===== src/pkg/touch_defs.svh =====
// Timing and sizing constants for the touch burst and sync controller
`ifndef TOUCH_DEFS_SVH
`define TOUCH_DEFS_SVH

// ****************************************************************
// Clock
// ****************************************************************
`define CLK_PERIOD_NS 20
`define CLK_KHZ 50000

// ****************************************************************
// Burst and sleep timing
// ****************************************************************
`define SLEEP_TIMEOUT_MS 90
`define CHARGE_PULSE_NS 2000
`define SS_CLAMP_NS 8000
`define BURST_PULSES 400
`define OSC_PERIOD_RESET 16'h01f4

// ****************************************************************
// Timebase for recalibration and drift
// ****************************************************************
`define FAST_UNIT_TICKS 1000
`define FAST_UNIT_MS 10
`define SYNC_RATE_HZ 55
`define STUCK_SHORT_S 10
`define STUCK_LONG_S 60
`define DRIFT_NEG_MS 250
`define DRIFT_POS_PER_NEG 4

// ****************************************************************
// Consensus filter
// ****************************************************************
`define CONSENSUS_LEN 6

`endif


===== src/pkg/touch_pkg.sv =====
// Types shared by the touch burst controller and its filters
package touch_pkg;

    // ****************************************************************
    // Enumerations
    // ****************************************************************
    typedef enum logic [1:0] {
        ST_IDLE,
        ST_BURST,
        ST_CLAMP,
        ST_SLEEP
    } burst_state_type;

    typedef enum logic [1:0] {
        STUCK_10S,
        STUCK_60S,
        STUCK_INF
    } stuck_mode_type;

    // ****************************************************************
    // State records
    // ****************************************************************
    typedef struct packed {
        burst_state_type state;
        logic sync_meta;
        logic sync_sync;
        logic sync_prev;
        logic slow_mode;
        stuck_mode_type stuck_sel;
        logic sync_present;
        logic [22:0] wait_cnt;
        logic [15:0] osc_cnt;
        logic [8:0] pulse_cnt;
        logic [6:0] charge_cnt;
        logic charge;
        logic [9:0] unit_cnt;
        logic [1:0][12:0] stuck_cnt;
        logic [4:0] drift_cnt;
        logic [1:0] drift_sub;
        logic [1:0] recal_req;
        logic drift_neg;
        logic drift_pos;
        logic ss_out;
        logic ss_oe_n;
        logic osc_run;
        logic sample;
        logic [1:0] detect;
        logic [1:0] key_out;
    } ctrl_state_type;

    typedef struct packed {
        logic [2:0] count;
        logic key;
    } filter_state_type;

endpackage


===== src/pkg/filter_if.sv =====
// Link between the burst controller and one channel's consensus filter
interface filter_if;
    logic sample;
    logic detect;
    logic clear;
    logic key;
    logic pending;

    modport ctrl (
        output sample,
        output detect,
        output clear,
        input key,
        input pending
    );

    modport filt (
        input sample,
        input detect,
        input clear,
        output key,
        output pending
    );
endinterface


===== src/consensus_filter.sv =====
// Per-channel consensus filter over successive burst results
`include "touch_defs.svh"

module consensus_filter (
    // Clock and reset
    input wire logic sys_clk,
    input wire logic rst,
    // Controller side
    filter_if.filt link
);
    import touch_pkg::*;

    filter_state_type s;
    filter_state_type next_s;

    // Count agreeing samples; one miss drops the pending detection
    always_comb begin
        next_s = s;
        if (link.clear) begin
            next_s.count = 3'h0;
            next_s.key = 1'b0;
        end else if (link.sample) begin
            if (!link.detect) begin
                next_s.count = 3'h0;
                next_s.key = 1'b0;
            end else if (s.count < 3'(`CONSENSUS_LEN - 1)) begin
                next_s.count = s.count + 3'h1;
            end else begin
                next_s.count = 3'(`CONSENSUS_LEN);
                next_s.key = 1'b1;
            end
        end
    end

    // State register
    always_ff @(posedge sys_clk or posedge rst) begin
        if (rst) begin
            s <= '0;
        end else begin
            s <= next_s;
        end
    end

    assign link.key = s.key;
    assign link.pending = (s.count != 3'h0) && !s.key;
endmodule


===== src/touch_burst_sync_control.sv =====
// Burst scheduler, sync/spread pin and timebase for a two-key sensor
`include "touch_defs.svh"

module touch_burst_sync_control #(
    parameter int unsigned SLEEP_CYCLES = `SLEEP_TIMEOUT_MS * `CLK_KHZ
) (
    // Clock and reset
    input wire logic sys_clk,
    input wire logic rst,
    // Straps
    input wire logic speed_slow,
    input wire logic [1:0] opt_strap,
    // Oscillator period in sys_clk cycles, from the bias setting
    input wire logic [15:0] bias_osc_pin,
    // Shared sync / spread pin
    input wire logic sync_ss_in,
    output logic sync_ss_out,
    output logic sync_ss_oe_n,
    // Sensing front end
    output logic [1:0] sense_pin,
    output logic osc_run,
    input wire logic [1:0] chan_detect,
    // Results
    output logic [1:0] key_out,
    output logic [1:0] recal_req,
    output logic drift_neg_step,
    output logic drift_pos_step,
    output logic sync_present
);
    import touch_pkg::*;

    // ****************************************************************
    // Derived counts
    // ****************************************************************
    localparam logic [6:0] CHARGE_CYC =
        7'((`CHARGE_PULSE_NS + `CLK_PERIOD_NS - 1) / `CLK_PERIOD_NS);
    localparam logic [22:0] CLAMP_CYC =
        23'((`SS_CLAMP_NS + `CLK_PERIOD_NS - 1) / `CLK_PERIOD_NS);
    localparam logic [22:0] SLEEP_LAST = 23'(SLEEP_CYCLES - 1);
    localparam logic [8:0] PULSES = 9'(`BURST_PULSES);
    localparam logic [9:0] UNIT_LAST = 10'(`FAST_UNIT_TICKS - 1);
    localparam int SHORT_MS = `STUCK_SHORT_S * 1000;
    localparam int LONG_MS = `STUCK_LONG_S * 1000;
    localparam int HALF_SLEEP = `SLEEP_TIMEOUT_MS / 2;
    localparam logic [12:0] FAST_SHORT = 13'(SHORT_MS / `FAST_UNIT_MS);
    localparam logic [12:0] FAST_LONG = 13'(LONG_MS / `FAST_UNIT_MS);
    localparam logic [12:0] SLOW_SHORT =
        13'((SHORT_MS + HALF_SLEEP) / `SLEEP_TIMEOUT_MS);
    localparam logic [12:0] SLOW_LONG =
        13'((LONG_MS + HALF_SLEEP) / `SLEEP_TIMEOUT_MS);
    localparam logic [12:0] SYNC_SHORT =
        13'(`STUCK_SHORT_S * `SYNC_RATE_HZ);
    localparam logic [12:0] SYNC_LONG =
        13'(`STUCK_LONG_S * `SYNC_RATE_HZ);
    localparam logic [4:0] DRIFT_FAST =
        5'(`DRIFT_NEG_MS / `FAST_UNIT_MS);
    localparam logic [4:0] DRIFT_SLOW =
        5'((`DRIFT_NEG_MS + HALF_SLEEP) / `SLEEP_TIMEOUT_MS);
    localparam logic [4:0] DRIFT_SYNC =
        5'((`DRIFT_NEG_MS * `SYNC_RATE_HZ + 500) / 1000);
    localparam logic [1:0] DRIFT_SUB_LAST = 2'(`DRIFT_POS_PER_NEG - 1);

    // ****************************************************************
    // Limit selection
    // ****************************************************************

    // Stuck-key limit in timebase units for mode, sync and strap
    function automatic logic [12:0] stuck_limit(
        input logic slow,
        input logic sync,
        input stuck_mode_type sel
    );
        logic [12:0] lim;
        lim = FAST_SHORT;
        if (!slow) begin
            lim = (sel == STUCK_60S) ? FAST_LONG : FAST_SHORT;
        end else if (sync) begin
            lim = (sel == STUCK_60S) ? SYNC_LONG : SYNC_SHORT;
        end else begin
            lim = (sel == STUCK_60S) ? SLOW_LONG : SLOW_SHORT;
        end
        return lim;
    endfunction

    // Drift step length in timebase units
    function automatic logic [4:0] drift_limit(
        input logic slow,
        input logic sync
    );
        logic [4:0] lim;
        lim = DRIFT_FAST;
        if (slow) begin
            lim = sync ? DRIFT_SYNC : DRIFT_SLOW;
        end
        return lim;
    endfunction

    // ****************************************************************
    // Filters
    // ****************************************************************
    ctrl_state_type s;
    ctrl_state_type next_s;
    filter_if link0 ();
    filter_if link1 ();
    logic [1:0] filt_key;
    logic [1:0] filt_pending;

    consensus_filter filter0 (
        .sys_clk(sys_clk),
        .rst(rst),
        .link(link0.filt)
    );

    consensus_filter filter1 (
        .sys_clk(sys_clk),
        .rst(rst),
        .link(link1.filt)
    );

    // Both filters take the same burst strobe
    assign link0.sample = s.sample;
    assign link0.detect = s.detect[0];
    assign link0.clear = s.recal_req[0];
    assign link1.sample = s.sample;
    assign link1.detect = s.detect[1];
    assign link1.clear = s.recal_req[1];
    assign filt_key = {link1.key, link0.key};
    assign filt_pending = {link1.pending, link0.pending};

    // ****************************************************************
    // Next state
    // ****************************************************************
    logic sync_rise;
    logic osc_tick;
    logic unit_tick;
    logic [12:0] stuck_lim;
    logic [4:0] drift_lim;

    // Scheduler, sync handling, timebase and stuck-key timers
    always_comb begin
        next_s = s;
        next_s.sample = 1'b0;
        next_s.recal_req = 2'h0;
        next_s.drift_neg = 1'b0;
        next_s.drift_pos = 1'b0;
        // Straps follow the pins; changes take effect on the next cycle
        next_s.slow_mode = speed_slow;
        case (opt_strap)
            2'b10: next_s.stuck_sel = STUCK_60S;
            2'b00: next_s.stuck_sel = STUCK_INF;
            default: next_s.stuck_sel = STUCK_10S;
        endcase
        // Two-stage synchroniser, edge taken from the second stage
        next_s.sync_meta = sync_ss_in;
        next_s.sync_sync = s.sync_meta;
        next_s.sync_prev = s.sync_sync;
        sync_rise = s.sync_sync && !s.sync_prev;
        osc_tick = (s.state == ST_BURST) && (s.osc_cnt == 16'h0000);
        unit_tick = 1'b0;
        stuck_lim = stuck_limit(s.slow_mode, s.sync_present, s.stuck_sel);
        drift_lim = drift_limit(s.slow_mode, s.sync_present);
        next_s.key_out = filt_key;

        case (s.state)
            ST_IDLE: begin
                next_s.state = ST_BURST;
                next_s.osc_cnt = 16'h0000;
                next_s.pulse_cnt = 9'h000;
                next_s.osc_run = 1'b1;
                // First burst drives the pin too; slow mode clears it below
                next_s.ss_out = 1'b1;
            end
            ST_BURST: begin
                // Free-running period counter; pulses one period apart
                if (s.osc_cnt >= bias_osc_pin - 16'h0001) begin
                    next_s.osc_cnt = 16'h0000;
                end else begin
                    next_s.osc_cnt = s.osc_cnt + 16'h0001;
                end
                if (osc_tick && (s.pulse_cnt != PULSES)) begin
                    next_s.charge = 1'b1;
                    next_s.charge_cnt = CHARGE_CYC - 7'h01;
                    next_s.pulse_cnt = s.pulse_cnt + 9'h001;
                end else if (s.charge_cnt != 7'h00) begin
                    next_s.charge_cnt = s.charge_cnt - 7'h01;
                end else begin
                    next_s.charge = 1'b0;
                end
                // Burst done: sample both channels together
                if ((s.pulse_cnt == PULSES) && !s.charge) begin
                    next_s.state = ST_CLAMP;
                    next_s.wait_cnt = 23'h000000;
                    next_s.sample = 1'b1;
                    next_s.detect = chan_detect;
                    next_s.ss_out = 1'b0;
                    unit_tick = s.slow_mode;
                end
            end
            ST_CLAMP: begin
                next_s.wait_cnt = s.wait_cnt + 23'h000001;
                if (s.wait_cnt >= CLAMP_CYC - 23'h000001) begin
                    next_s.osc_cnt = 16'h0000;
                    next_s.pulse_cnt = 9'h000;
                    next_s.wait_cnt = 23'h000000;
                    // Pending detections are confirmed without sleeping
                    if (s.slow_mode && (filt_pending == 2'h0)) begin
                        next_s.state = ST_SLEEP;
                        next_s.osc_run = 1'b0;
                    end else begin
                        next_s.state = ST_BURST;
                        next_s.ss_out = !s.slow_mode;
                    end
                end
            end
            ST_SLEEP: begin
                next_s.wait_cnt = s.wait_cnt + 23'h000001;
                if (!s.slow_mode) begin
                    next_s.state = ST_BURST;
                    next_s.osc_run = 1'b1;
                    next_s.ss_out = 1'b1;
                end else if (sync_rise) begin
                    // Edges seen outside sleep are dropped
                    next_s.state = ST_BURST;
                    next_s.osc_run = 1'b1;
                    next_s.sync_present = 1'b1;
                end else if (s.wait_cnt >= SLEEP_LAST) begin
                    next_s.state = ST_BURST;
                    next_s.osc_run = 1'b1;
                    next_s.sync_present = 1'b0;
                end
            end
            default: begin
                next_s.state = ST_IDLE;
            end
        endcase

        // Pin drive only in fast mode; slow mode leaves it an input
        next_s.ss_oe_n = next_s.slow_mode;
        if (next_s.slow_mode) begin
            next_s.ss_out = 1'b0;
        end
        if (!s.slow_mode) begin
            next_s.sync_present = 1'b0;
        end

        // Fast mode unit is a fixed count of oscillator periods
        if (!s.slow_mode && osc_tick) begin
            if (s.unit_cnt >= UNIT_LAST) begin
                next_s.unit_cnt = 10'h000;
                unit_tick = 1'b1;
            end else begin
                next_s.unit_cnt = s.unit_cnt + 10'h001;
            end
        end

        // Drift step pulses: negative each step, positive every fourth
        if (unit_tick) begin
            if (s.drift_cnt >= drift_lim - 5'h01) begin
                next_s.drift_cnt = 5'h00;
                next_s.drift_neg = 1'b1;
                next_s.drift_sub = s.drift_sub + 2'h1;
                next_s.drift_pos = (s.drift_sub == DRIFT_SUB_LAST);
            end else begin
                next_s.drift_cnt = s.drift_cnt + 5'h01;
            end
        end

        // Stuck-key timers run only while a key is active
        for (int ch = 0; ch < 2; ch++) begin
            if (!filt_key[ch] || (s.stuck_sel == STUCK_INF)) begin
                next_s.stuck_cnt[ch] = 13'h0000;
            end else if (unit_tick) begin
                if (s.stuck_cnt[ch] >= stuck_lim - 13'h0001) begin
                    next_s.stuck_cnt[ch] = 13'h0000;
                    next_s.recal_req[ch] = 1'b1;
                end else begin
                    next_s.stuck_cnt[ch] = s.stuck_cnt[ch] + 13'h0001;
                end
            end
        end
    end

    // ****************************************************************
    // State register and outputs
    // ****************************************************************

    // Whole controller state
    always_ff @(posedge sys_clk or posedge rst) begin
        if (rst) begin
            s <= '0;
            s.state <= ST_IDLE;
            s.stuck_sel <= STUCK_10S;
            s.ss_oe_n <= 1'b1;
        end else begin
            s <= next_s;
        end
    end

    // Outputs taken directly from state flops
    assign sync_ss_out = s.ss_out;
    assign sync_ss_oe_n = s.ss_oe_n;
    assign sense_pin = {s.charge, s.charge};
    assign osc_run = s.osc_run;
    assign key_out = s.key_out;
    assign recal_req = s.recal_req;
    assign drift_neg_step = s.drift_neg;
    assign drift_pos_step = s.drift_pos;
    assign sync_present = s.sync_present;
endmodule


===== config.mk =====
export PLATFORM = sky130hd
export DESIGN_NAME = touch_burst_sync_control
export DESIGN_NICKNAME = d
export VERILOG_FILES = /design/src/pkg/touch_pkg.sv /design/src/pkg/filter_if.sv /design/src/consensus_filter.sv /design/src/touch_burst_sync_control.sv
export VERILOG_INCLUDE_DIRS = /design/src /design/src/pkg
export SDC_FILE = /design/constraint.sdc
export NUM_CORES = 1
export LEC_CHECK = 0
export BUFFER_PORTS_ARGS = -buffer_cell sky130_fd_sc_hd__buf_2
export CAP_MARGIN = 30
export CORE_UTILIZATION = 57
export DETAILED_ROUTE_END_ITERATION = 10
export PLACE_DENSITY = 0.78
export SLEW_MARGIN = 0
export SYNTH_ARGS = -nofsm -noshare
export SYNTH_HDL_FRONTEND = slang
export SYNTH_HIERARCHICAL = 1
export SYNTH_SLANG_ARGS = --single-unit

===== constraint.sdc =====
create_clock -name sys_clk -period 3.8 [get_ports sys_clk]
set_clock_uncertainty 0.2 [all_clocks]
set_input_delay 0.76 -clock sys_clk [delete_from_list [all_inputs] [get_ports sys_clk]]
set_output_delay 0.76 -clock sys_clk [all_outputs]
set_load 0.05 [all_outputs]

# After elaboration in Yosys (flattened, before gate mapping)
# Index checks and enable logic that the tools add are counted.
# word_totals
out_inout_bits	12
elab_cells	191
input_bits	24
ff_bits	128
# classes
magnitude_cmp	9
n_reduce_logical	43
n_eq_ne	23
addsub	14
mux	72
# ops
op	n
13-bit two-way mux	8
25-bit case mux with 3 select lines	1
23-bit case mux with 3 select lines	1
48-bit two-way mux	1
4-bit two-way mux	7
1-bit two-way mux	27
13-bit by 1-bit adder with 13-bit output, second input constant	2
13-bit greater-or-equal comparator	2
12-bit two-way mux	2
23-bit by 1-bit adder with 23-bit output, second input constant	1
23-bit greater-or-equal comparator, second input constant	1
23-bit by 9-bit greater-or-equal comparator with 1-bit output, second input constant	1
23-bit two-way mux	1
10-bit two-way mux	2
2-bit AND reduction	9
16-bit by 1-bit adder with 16-bit output, second input constant	1
16-bit greater-or-equal comparator	1
16-bit logical NOT	1
16-bit two-way mux	1
2-bit two-way mux	8
16-bit by 1-bit subtractor with 16-bit output, second input constant	1
3-bit inequality test, second input constant	5
3-bit nonzero test	5
13-bit by 1-bit subtractor with 13-bit output, second input constant	1
36 further kinds	71

# Logic depth before layout (Yosys ltp)
# Gate-level depths: netlist of the first run.
# logic_depth
depth_word	9
depth_mapped	18
ltp_nobuf	15

# By module
# The synthesis of the first run kept the hierarchy.
# modules_own_cells
module	area_each_um2	instances	seq_area_each_um2	cells_per_inst
touch_burst_sync_control	7880.1	1	3004.1	893
consensus_filter	250.2	2	100.1	25

# Worst setup path before layout of the first run
# No wires, ideal clock.
# synth_path
kind	in2reg
from	in bias_osc_pin[2]
to	reg s[83] (netlist bit)
arrival_ps	3471
slack_ps	34
t_required_ps	3505
n_path_buf	0
path_stages	13
setup_ps	95
cell_sequence	nor3_1 > nand2b_1 > nor4_1 > nand2_1 > xor2_1 > ha_1 > a21o_1 > a21o_1 > a211oi_1 > o31ai_1 > a211o_1 > or2_2 > o31ai_1
# synth_via
elab_chain_len	4
# synth_rtl
item	line_no	rtl
start: declaration	touch_burst_sync_control.sv:14	input wire logic [15:0] bias_osc_pin,
16-bit by 1-bit subtractor with 16-bit output	touch_burst_sync_control.sv:175	if (s.osc_cnt >= bias_osc_pin - 16'h0001) begin
16-bit greater-or-equal comparator	touch_burst_sync_control.sv:175	
16-bit two-way mux	touch_burst_sync_control.sv:175	
25-bit case mux with 3 select lines	touch_burst_sync_control.sv:164	case (s.state)
end signal: assignment	touch_burst_sync_control.sv:295	s <= next_s;
end: declaration	touch_burst_sync_control.sv:101	ctrl_state_type s;
# No other way between the ends.
# A chain may end at the register's enable or synchronous reset.

# Worst setup path after layout of the first run
# layout_path
from	reg s[113] (netlist bit)
to	reg s[37] (netlist bit)
# layout_via
elab_chain_len	9
elab_cells_between_ends	14
cone_classes	1 x add/sub; 1 x order compare; 2 x eq/ne; 8 x mux; 2 x reduce/logical
# layout_rtl
item	line_no	rtl
2-bit by 1-bit equality test with 1-bit output	touch_burst_sync_control.sv:76, touch_burst_sync_control.sv:78, touch_burst_sync_control.sv:80	
12-bit two-way mux or 10-bit two-way mux (tied branches)	touch_burst_sync_control.sv:78, touch_burst_sync_control.sv:80	
12-bit two-way mux	touch_burst_sync_control.sv:77	end else if (sync) begin
13-bit two-way mux	touch_burst_sync_control.sv:75	if (!slow) begin
13-bit by 1-bit subtractor with 13-bit output	touch_burst_sync_control.sv:273	if (s.stuck_cnt[ch] >= stuck_lim - 13'h0001) begin
13-bit greater-or-equal comparator	touch_burst_sync_control.sv:273	
13-bit two-way mux	touch_burst_sync_control.sv:273	
13-bit two-way mux	touch_burst_sync_control.sv:272	end else if (unit_tick) begin
13-bit two-way mux	touch_burst_sync_control.sv:270	if (!filt_key[ch] || (s.stuck_sel == STUCK_INF)) begin
# Several ways; a longest one is shown, not always the timed one. The select of a mux whose other input is x is not followed.

==> results of run 1 <==
==> layout make-up <==
cell class	count	area (um^2)	share of cell area, %
multi-input cells	735	4860	51.5
well taps	180	225	2.39
clock buffers	20	457	4.84
clock inverters	12	133	1.41
inverters	45	173	1.83
flip-flops and latches	128	3200	34.0
repair buffers	61	383	4.06
==> repair_timing <==
action / CTS / global route
hold buffers: 0 / 0
endpoints found under the setup margin: 0 / 23
gates resized for setup: 0 / 5
==> worst max-delay path by stage <==
| stage | from | endpoint | cells past startpoint |
|---|---|---|---|
| after floorplan | bias_osc_pin[2] | s[83]$_DFFE_PP0P_ | 13 |
| after global placement | bias_osc_pin[0] | s[83]$_DFFE_PP0P_ | 16 |
| after detailed placement | bias_osc_pin[0] | s[84]$_DFFE_PP0P_ | 16 |
| after CTS | s[113]$_DFF_PP0_ | s[37]$_DFFE_PP0P_ | 14 |
| after global routing | bias_osc_pin[0] | s[83]$_DFFE_PP0P_ | 16 |
| final | s[113]$_DFF_PP0_ | s[37]$_DFFE_PP0P_ | 14 |
==> power by group <==
| group | switching, uW | total (uW) | internal [uW] | leakage [uW] |
|---|---|---|---|---|
| sequential | 134 | 1600 | 1460 | 0.00173 |
| combinational | 317 | 555 | 237 | 0.00238 |
| clock | 631 | 1630 | 1000 | 0.000283 |
==> per-stage QoR <==
stage | hold WS [ps] | cell area (um^2) | util (%)
final | 40.7 | 9440 | 66.9
after global routing | 55.7 | 9440 | 66.9
after CTS | 35.4 | 9410 | 66.7
after detailed placement | 148 | 8820 | 62.6
after global placement | 149 | 8820 | 62.6
after floorplan | 131 | 8380 | -
==> critical path, cell delays in order (launching register included) <==
cell and delay (ps):
dfrtp_1 400, nor2b_1 220, ha_1 210, nand2b_1 110, ha_1 210, nor3b_1 310
xor2_1 170, nor2_1 80, ha_1 300, nand3_1 70, o31ai_1 260, nand3_1 140
a221o_4 490, nand4b_1 140, a31oi_1 90
==> flip-flops by register name, summed over array words and instances, names as in the netlist, 2 cells and up <==
name       flops
filter1/s      3
filter0/s      3
s            104
recal_req      2
next_s         2
key_out        2
==> cells by family (layout without fill, tap and decap cells) <==
kind of cell,count (synthesis),count (layout)
fa+ha+maj,71,71
simple gates,416,416
flops,128,128
xor+xnor,52,52
buf+inv,80,138
mux,9,9
compound gates,187,187
==> layout by cell type, fill, tap and decap left out, drive strengths merged, types with 17 or more instances in the layout <==
cell      n
dfrtp   127
nand2   110
nor2     83
ha       71
o21ai    65
nand3    64
buf      61
inv      46
a21oi    30
a31oi    27
xor2     27
and3     26
nor3     25
xnor2    23
clkbuf   20
a21o     18
nand4    17
nor4     17
==> metal layers <==
metal	GRT usage, %	routed length, um	vias up
li1	-	-	3471
met1	33.2	8370	3371
met2	43.3	8970	169
met3	5.49	700	32
met4	9.11	284	0
met5	0	0	-
==> run summary, run 1 <==
outcome = finished, final reports clean
core box area = 14100 um^2
r2r endpoint = s[37]$_DFFE_PP0P_
Slew HR = 42.5%
number of global-route vias before repair = 6766
setup tns final = 0 ps
Final period util = 93.6%
via count = 7043
Crit. End Element = flop
synth unique cells = 72
residual DRC count = 0
path depth of the worst reg2reg path = 14
simple-gate area share of the yosys netlist = 25.8%
later-pin clock latency in the skew report = 430 ps
WL/cell = 15.5 um
Synth Register Bits = 128
Tot GR Track Use = 25.9%
Synth Area in Compound Gates = 14.2%
placed insts = 1149
CP arrival = 3640 ps
main flop type after synthesis = dfrtp_1
Leak Pwr = 0.00440 uW
Tmin final = 3560 ps
xor-xnor portion of the synthesized cell area = 5.76%
CTS tree = yes
initial antenna violation count = 0
PortBufs = 35
leading cell types by count after synthesis = 127 x dfrtp_1, 109 x nand2_1, 81 x nor2_1
sequential area share after synthesis = 38.2%
Starting Density = 59.5%
first-pass GRT wire length = 31100 um
Detail Route Antenna Nets = 0
ant diodes = 0
clock buffer depth = 2
post-synthesis adder-cell area fraction = 10.6%
WP data required = 3880 ps
routability congestion estimate = 0.860
Setup WS pre-CTS = -272 ps
largest family of logic cells by synthesized area = simple AND/OR/NAND/NOR gates
mux contribution to synthesized area = 1.13%
slack of the critical path = 243 ps
Nets = 1083
ys async rst share = 100%
# IOs = 36
final wirelength = 18300 um
vias per std cell = 5.96
DR iter-0 viols = 463
fin cells = 1181
Synth Net Count = 1038
PwrDens = 401 nW/um^2
post-CTS setup buffers = 0
Post-synth EDFFs = 0
layout cell share with drive strength beyond 1 = 12.3%
Max rail drop VDD = 0.351 mV
f_max = 0.281 GHz
DR pass1 iterations = 5
kind of start point of the critical path = flop
largest net degree at the start of global routing = 48
Num CTS Buffers = 17
Synth area leaders = dfrtp_1 38%, ha_1 11%, nand2_1 4.9%
DPL Wire Length = 12900 um
final hold violations = 0
Power Total = 3780 uW
max cap viols = 0
clk slew on worst S/H paths = 60 ps
post-synthesis cell area = 8380 um^2
Die Ht = 123 um
reg2reg start = s[113]$_DFF_PP0_
Synth area leader = dfrtp_1
Worst Path Max Fanout = 24
Fill cells = 1140
cells after synthesis = 943
synth warn = 6
clock sink count = 128
count of final max-slew check failures = 0
Die W = 123 um
Syn Area/Cell = 8.89 um^2
GR Overflow Total = 0
CTS root buf = clkbuf_16
Rows = 43
die area = 15200 um^2
final setup fails = 0
slew of the pin with the lowest slew margin = 860 ps
Hold Crit Class = in -> async
top cell type's share of synthesized area = 37.9%
reg-to-reg slack, setup = 240 ps
Critical Setup Path Class = reg -> reg
htree depth = 4
P&R area growth vs syn = 12.6%
most numerous cell in the Yosys netlist = dfrtp_1
Note: power is estimated with default switching activity, not from simulation.
==> inputs of run 2 (changes only) <==
==> constraint.sdc (replaced) <==
create_clock -name sys_clk -period 3.27 [get_ports sys_clk]
set_clock_uncertainty 0.2 [all_clocks]
set_input_delay 0.327 -clock sys_clk [delete_from_list [all_inputs] [get_ports sys_clk]]
set_output_delay 0.327 -clock sys_clk [all_outputs]
set_load 0.05 [all_outputs]
==> run summary, run 2 (synthesized netlist as in run 1, its figures left out) <==
outcome = finished, violations left
violated checks = setup timing
final setup fails = 1
slew of the pin with the lowest slew margin = 673 ps
layout cell share with drive strength beyond 1 = 16.0%
GR Overflow Total = 0
clock sink count = 128
Tot GR Track Use = 26.1%
number of global-route vias before repair = 6767
Final Util = 69.6%
Hold Crit Class = in -> async
largest net degree at the start of global routing = 44
Num CTS Buffers = 17
f_max = 0.300 GHz
Fin Hold WS = 178 ps
core box area = 14100 um^2
ant diodes = 0
Die W = 123 um
first-pass GRT wire length = 31200 um
Starting Density = 59.5%
reg-to-reg slack, setup = -60 ps
Tmin final = 3330 ps
initial antenna violation count = 0
vias per std cell = 5.90
Crit. End Element = flop
Detail Route Antenna Nets = 0
Die Ht = 123 um
Nets = 1112
path depth of the worst reg2reg path = 14
Critical Setup Path Class = reg -> reg
WL/cell = 15.4 um
# IOs = 36
max reg flops = 104
max cap viols = 0
routability congestion estimate = 0.855
Max rail drop VDD = 0.378 mV
clk slew on worst S/H paths = 70 ps
via count = 7133
Post-Layout Inst Area = 9810 um^2
PwrDens = 454 nW/um^2
slack of the critical path = -63.4 ps
PortBufs = 35
clock buffer depth = 2
RSZ-0062 raised after global routing = true
DR pass1 iterations = 5
Rows = 43
CTS tree = yes
Biggest register = s
later-pin clock latency in the skew report = 430 ps
DPL Wire Length = 12700 um
final hold violations = 0
Multi-input gate area = 4970 um^2
count of final max-slew check failures = 0
Worst Path Max Fanout = 5
residual DRC count = 0
biggest regs = s (104), filter0/s (3), filter1/s (3)
final wirelength = 18600 um
r2r endpoint = s[26]$_DFFE_PP0P_
Final period util = 102%
most common cell after layout, fill and taps aside = dfrtp_1
most frequent cells in the layout = 125 x dfrtp_1, 109 x nand2_1, 79 x nor2_1
Leak Pwr = 0.00456 uW
reg2reg start = s[113]$_DFF_PP0_
Setup WS pre-CTS = -331 ps
kind of start point of the critical path = flop
CTS root buf = clkbuf_16
die area = 15200 um^2
Slew HR = 55.1%
CP arrival = 3480 ps
P&R area growth vs syn = 17.1%
DR iter-0 viols = 399
htree depth = 4
Fill cells = 1080
WP data required = 3410 ps
Post-DP Area = 8970 um^2
FF/Latch Area = 3210 um^2
run 2: cell types whose count changed in the layout (fill, tap and decap cells not counted), sizes merged:
cell,previous run,this run
buf,61,82
dlygate4sd3,0,8
inv,46,54
clkbuf,20,17
clkinv,5,2
bufinv,2,1
clkinvlp,4,3
run 2: worst max path at each step:
stage	start	end	slack (ps)	cells past startpoint
floorplan	s[114]$_DFF_PP0_	s[26]$_DFFE_PP0P_	3	15
global placement	bias_osc_pin[0]	s[83]$_DFFE_PP0P_	-240	16
detailed placement	bias_osc_pin[0]	s[83]$_DFFE_PP0P_	-330	16
CTS	s[113]$_DFF_PP0_	s[26]$_DFFE_PP0P_	-10	13
global route	s[113]$_DFF_PP0_	s[26]$_DFFE_PP0P_	-190	13
finish	s[113]$_DFF_PP0_	s[26]$_DFFE_PP0P_	-60	14
run 2: per-layer routing:
layer	track usage (%)	part of all wire, %	vias up
met5	0	0	-
met4	8.36	1.3	0
met3	4.34	3.3	30
met2	44.2	50	131
met1	34.1	46	3429
li1	-	-	3543
run 2: final cells by class:
cell class                 instances  share of cell area [%]
sequential                       128                    32.7
inverter                          45                    1.76
timing repair buffer              90                    6.53
clock inverter                    15                    1.73
multi-input combinational        735                    50.7
tap                              180                    2.29
clock buffer                      17                    4.33
run 2: where the power goes:
part / internal, uW / switching (uW)
sequential: 1700 / 154
combinational: 306 / 375
clock: 1090 / 831
total: 3100 / 1360
run 2: through the flow:
step / TNS (ps) / total power (uW) / cells
after CTS: -14.6 / 4460 / 1205
after global routing: -1970 / 4660 / 1210
after detailed placement: -2780 / 2540 / 1164
after floorplan: 0 / 2340 / 943
final: -63.4 / 4450 / 1210
after global placement: -1720 / 2510 / 1164
run 2: timing repair:
action,4_1_cts,5_1_grt
hold buffers,8,0
setup endpoints to repair,20,37
setup buffers,1,5
hold endpoints to repair,31,0
gates resized for setup,9,13
pin swaps,7,11
run 2: critical path, cell delays in order, from the launching register on:
cell      delay, ps
dfrtp_1         420
nor2b_4         190
buf_6           140
buf_4           110
inv_1            50
ha_1            210
nor2b_1         190
xnor2_1         170
ha_1            230
a31oi_1         140
o21ai_1         120
a311o_1         340
o211ai_2        170
or4b_1          450
a31oi_1         130
==> inputs of run 3 (changes only) <==
==> constraint.sdc (replaced) <==
create_clock -name sys_clk -period 3.27 [get_ports sys_clk]
set_clock_uncertainty 0.2 [all_clocks]
set_input_delay 0 -clock sys_clk [delete_from_list [all_inputs] [get_ports sys_clk]]
set_output_delay 0 -clock sys_clk [all_outputs]
set_load 0.05 [all_outputs]
==> run summary, run 3 (synthesized netlist as in run 1, its figures left out) <==
Die W = 123 um
clk slew on worst S/H paths = 60 ps
Worst Path Max Fanout = 5
Tmin final = 3290 ps
routability congestion estimate = 0.897
CTS tree = yes
RSZ-0062 raised after global routing = true
DR iter-0 viols = 477
Leak Pwr = 0.00455 uW
Hold Crit Class = in -> async
core box area = 14100 um^2
delay-heaviest family, CP = compound AO/OA/AOI/OAI gates
layout cell share with drive strength beyond 1 = 16.4%
clock sink count = 128
Fill cells = 1037
GR Overflow Total = 0
CP arrival = 3360 ps
final hold violations = 0
Multi-input gate area = 5020 um^2
reg2reg start = sync_present$_DFFE_PP0P_
later-pin clock latency in the skew report = 430 ps
largest net degree at the start of global routing = 57
Setup WS pre-CTS = -18.9 ps
f_max = 0.304 GHz
Tot GR Track Use = 25.9%
via count = 7215
Final Util = 69.9%
kind of start point of the critical path = flop
Worst Setup EP = s[34]$_DFFE_PP0P_
die area = 15200 um^2
reg-to-reg slack, setup = -20 ps
Post-Layout Inst Area = 9850 um^2
crit-path max cell delay = 460 ps
CTS root buf = clkbuf_16
P&R area growth vs syn = 17.6%
Fin Hold WS = 21.8 ps
residual DRC count = 0
Critical Setup Path Class = reg -> reg
crit path cell chain = buf_4 > inv_2 > ha_4 > nand2_2 > nor3b_4 > xor2_1 > nor2_1 > ha_1 > nand3_2 > o31ai_2 > nand3_1 > a221o_2 > buf_6 > nand4b_1 > a31oi_1
final setup fails = 3
Comb pwr share = 14.8%
WP data required = 3340 ps
max reg flops = 104
critical path depth = 15
Rows = 43
ant diodes = 0
Crit path buffers/inverters = 3
Starting Density = 59.5%
htree depth = 4
share of power burned in the clock network = 44.5%
outcome = finished, violations left
sequential share of power = 40.7%
Die Ht = 123 um
PwrDens = 461 nW/um^2
Post-DP Area = 8880 um^2
Biggest register = s
clock buffer depth = 2
Crit. End Element = flop
initial antenna violation count = 0
slowest stage cell, crit path = a221o_2
number of global-route vias before repair = 6548
count of final max-slew check failures = 0
# IOs = 36
biggest regs = s (104), filter0/s (3), filter1/s (3)
max cap viols = 0
path depth of the worst reg2reg path = 15
Nets = 1106
PortBufs = 35
Critical path origin = sync_present$_DFFE_PP0P_
FF/Latch Area = 3210 um^2
slew of the pin with the lowest slew margin = 644 ps
first-pass GRT wire length = 30800 um
slack of the critical path = -16.5 ps
Max rail drop VDD = 0.427 mV
NetSw = 1280 uW
Final period util = 101%
DR pass1 iterations = 5
final wirelength = 18900 um
violated checks = setup timing
Num CTS Buffers = 17
most frequent cells in the layout = 125 x dfrtp_1, 107 x nand2_1, 80 x nor2_1
Sw Share = 28.3%
Slew HR = 57.1%
r2r endpoint = s[34]$_DFFE_PP0P_
Detail Route Antenna Nets = 0
DPL Wire Length = 12800 um
vias per std cell = 5.99
Internal = 3260 uW
most common cell after layout, fill and taps aside = dfrtp_1
WL/cell = 15.7 um
## run 3: what timing repair did
item	4_1_cts	5_1_grt
gates resized for setup	9	38
setup buffers	2	2
cloned	0	2
endpoints found under the setup margin	5	28
pin swaps	8	27
hold buffers	10	0
endpoints found under the hold margin	136	0
## run 3: area by class of cell
class,instances,share of cell area (%)
Multi-Input combinational cell,735,51.0
Timing Repair Buffer,84,6.08
Inverter,45,1.75
Sequential cell,128,32.6
Clock buffer,19,4.60
Tap cell,180,2.29
Clock inverter,13,1.78
## run 3: worst min-delay path by stage
| stage | start | end | cells past startpoint | slack [ps] |
|---|---|---|---|---|
| floorplan | rst | filter0/link.key$_DFFE_PP0P_ | 1 | -430 |
| global placement | rst | filter1/s[2]$_DFFE_PP0P_ | 2 | -270 |
| detailed placement | rst | filter1/s[1]$_DFFE_PP0P_ | 2 | -270 |
| CTS | rst | link0.sample$_DFF_PP0_ | 3 | 20 |
| global route | speed_slow | sync_ss_oe_n$_DFF_PP1_ | 2 | 70 |
| finish | rst | key_out[1]$_DFF_PP0_ | 3 | 20 |
## run 3: tightest hold or removal path: cells and delay by family
family,cells,cell delay [ps]
buffers and inverters,3,1100
## run 3: metal layers
| layer | up-vias | track usage [%] | wire length [um] |
|---|---|---|---|
| li1 | 3530 | - | - |
| met1 | 3457 | 33.5 | 8390 |
| met2 | 190 | 42.4 | 9160 |
| met3 | 38 | 5.54 | 971 |
| met4 | 0 | 10.1 | 371 |
| met5 | - | 0 | 0 |
## run 3: metrics by stage
stage	power [uW]	std cells	TNS, ps
after global placement	2500	1156	0
after global routing	4740	1204	-2510
final	4540	1204	-33.2
after floorplan	2340	943	-65.2
after detailed placement	2520	1156	-18.9
after CTS	4570	1200	0
## run 3: power groups by stage
| stage | Clock, uW | Sequential [uW] | Combinational [uW] |
|---|---|---|---|
| after floorplan | 0 | 1840 | 501 |
| after global placement | 0 | 1870 | 626 |
| after detailed placement | 0 | 1870 | 649 |
| after CTS | 2050 | 1850 | 672 |
| after global routing | 2120 | 1870 | 758 |
| final | 2020 | 1850 | 671 |
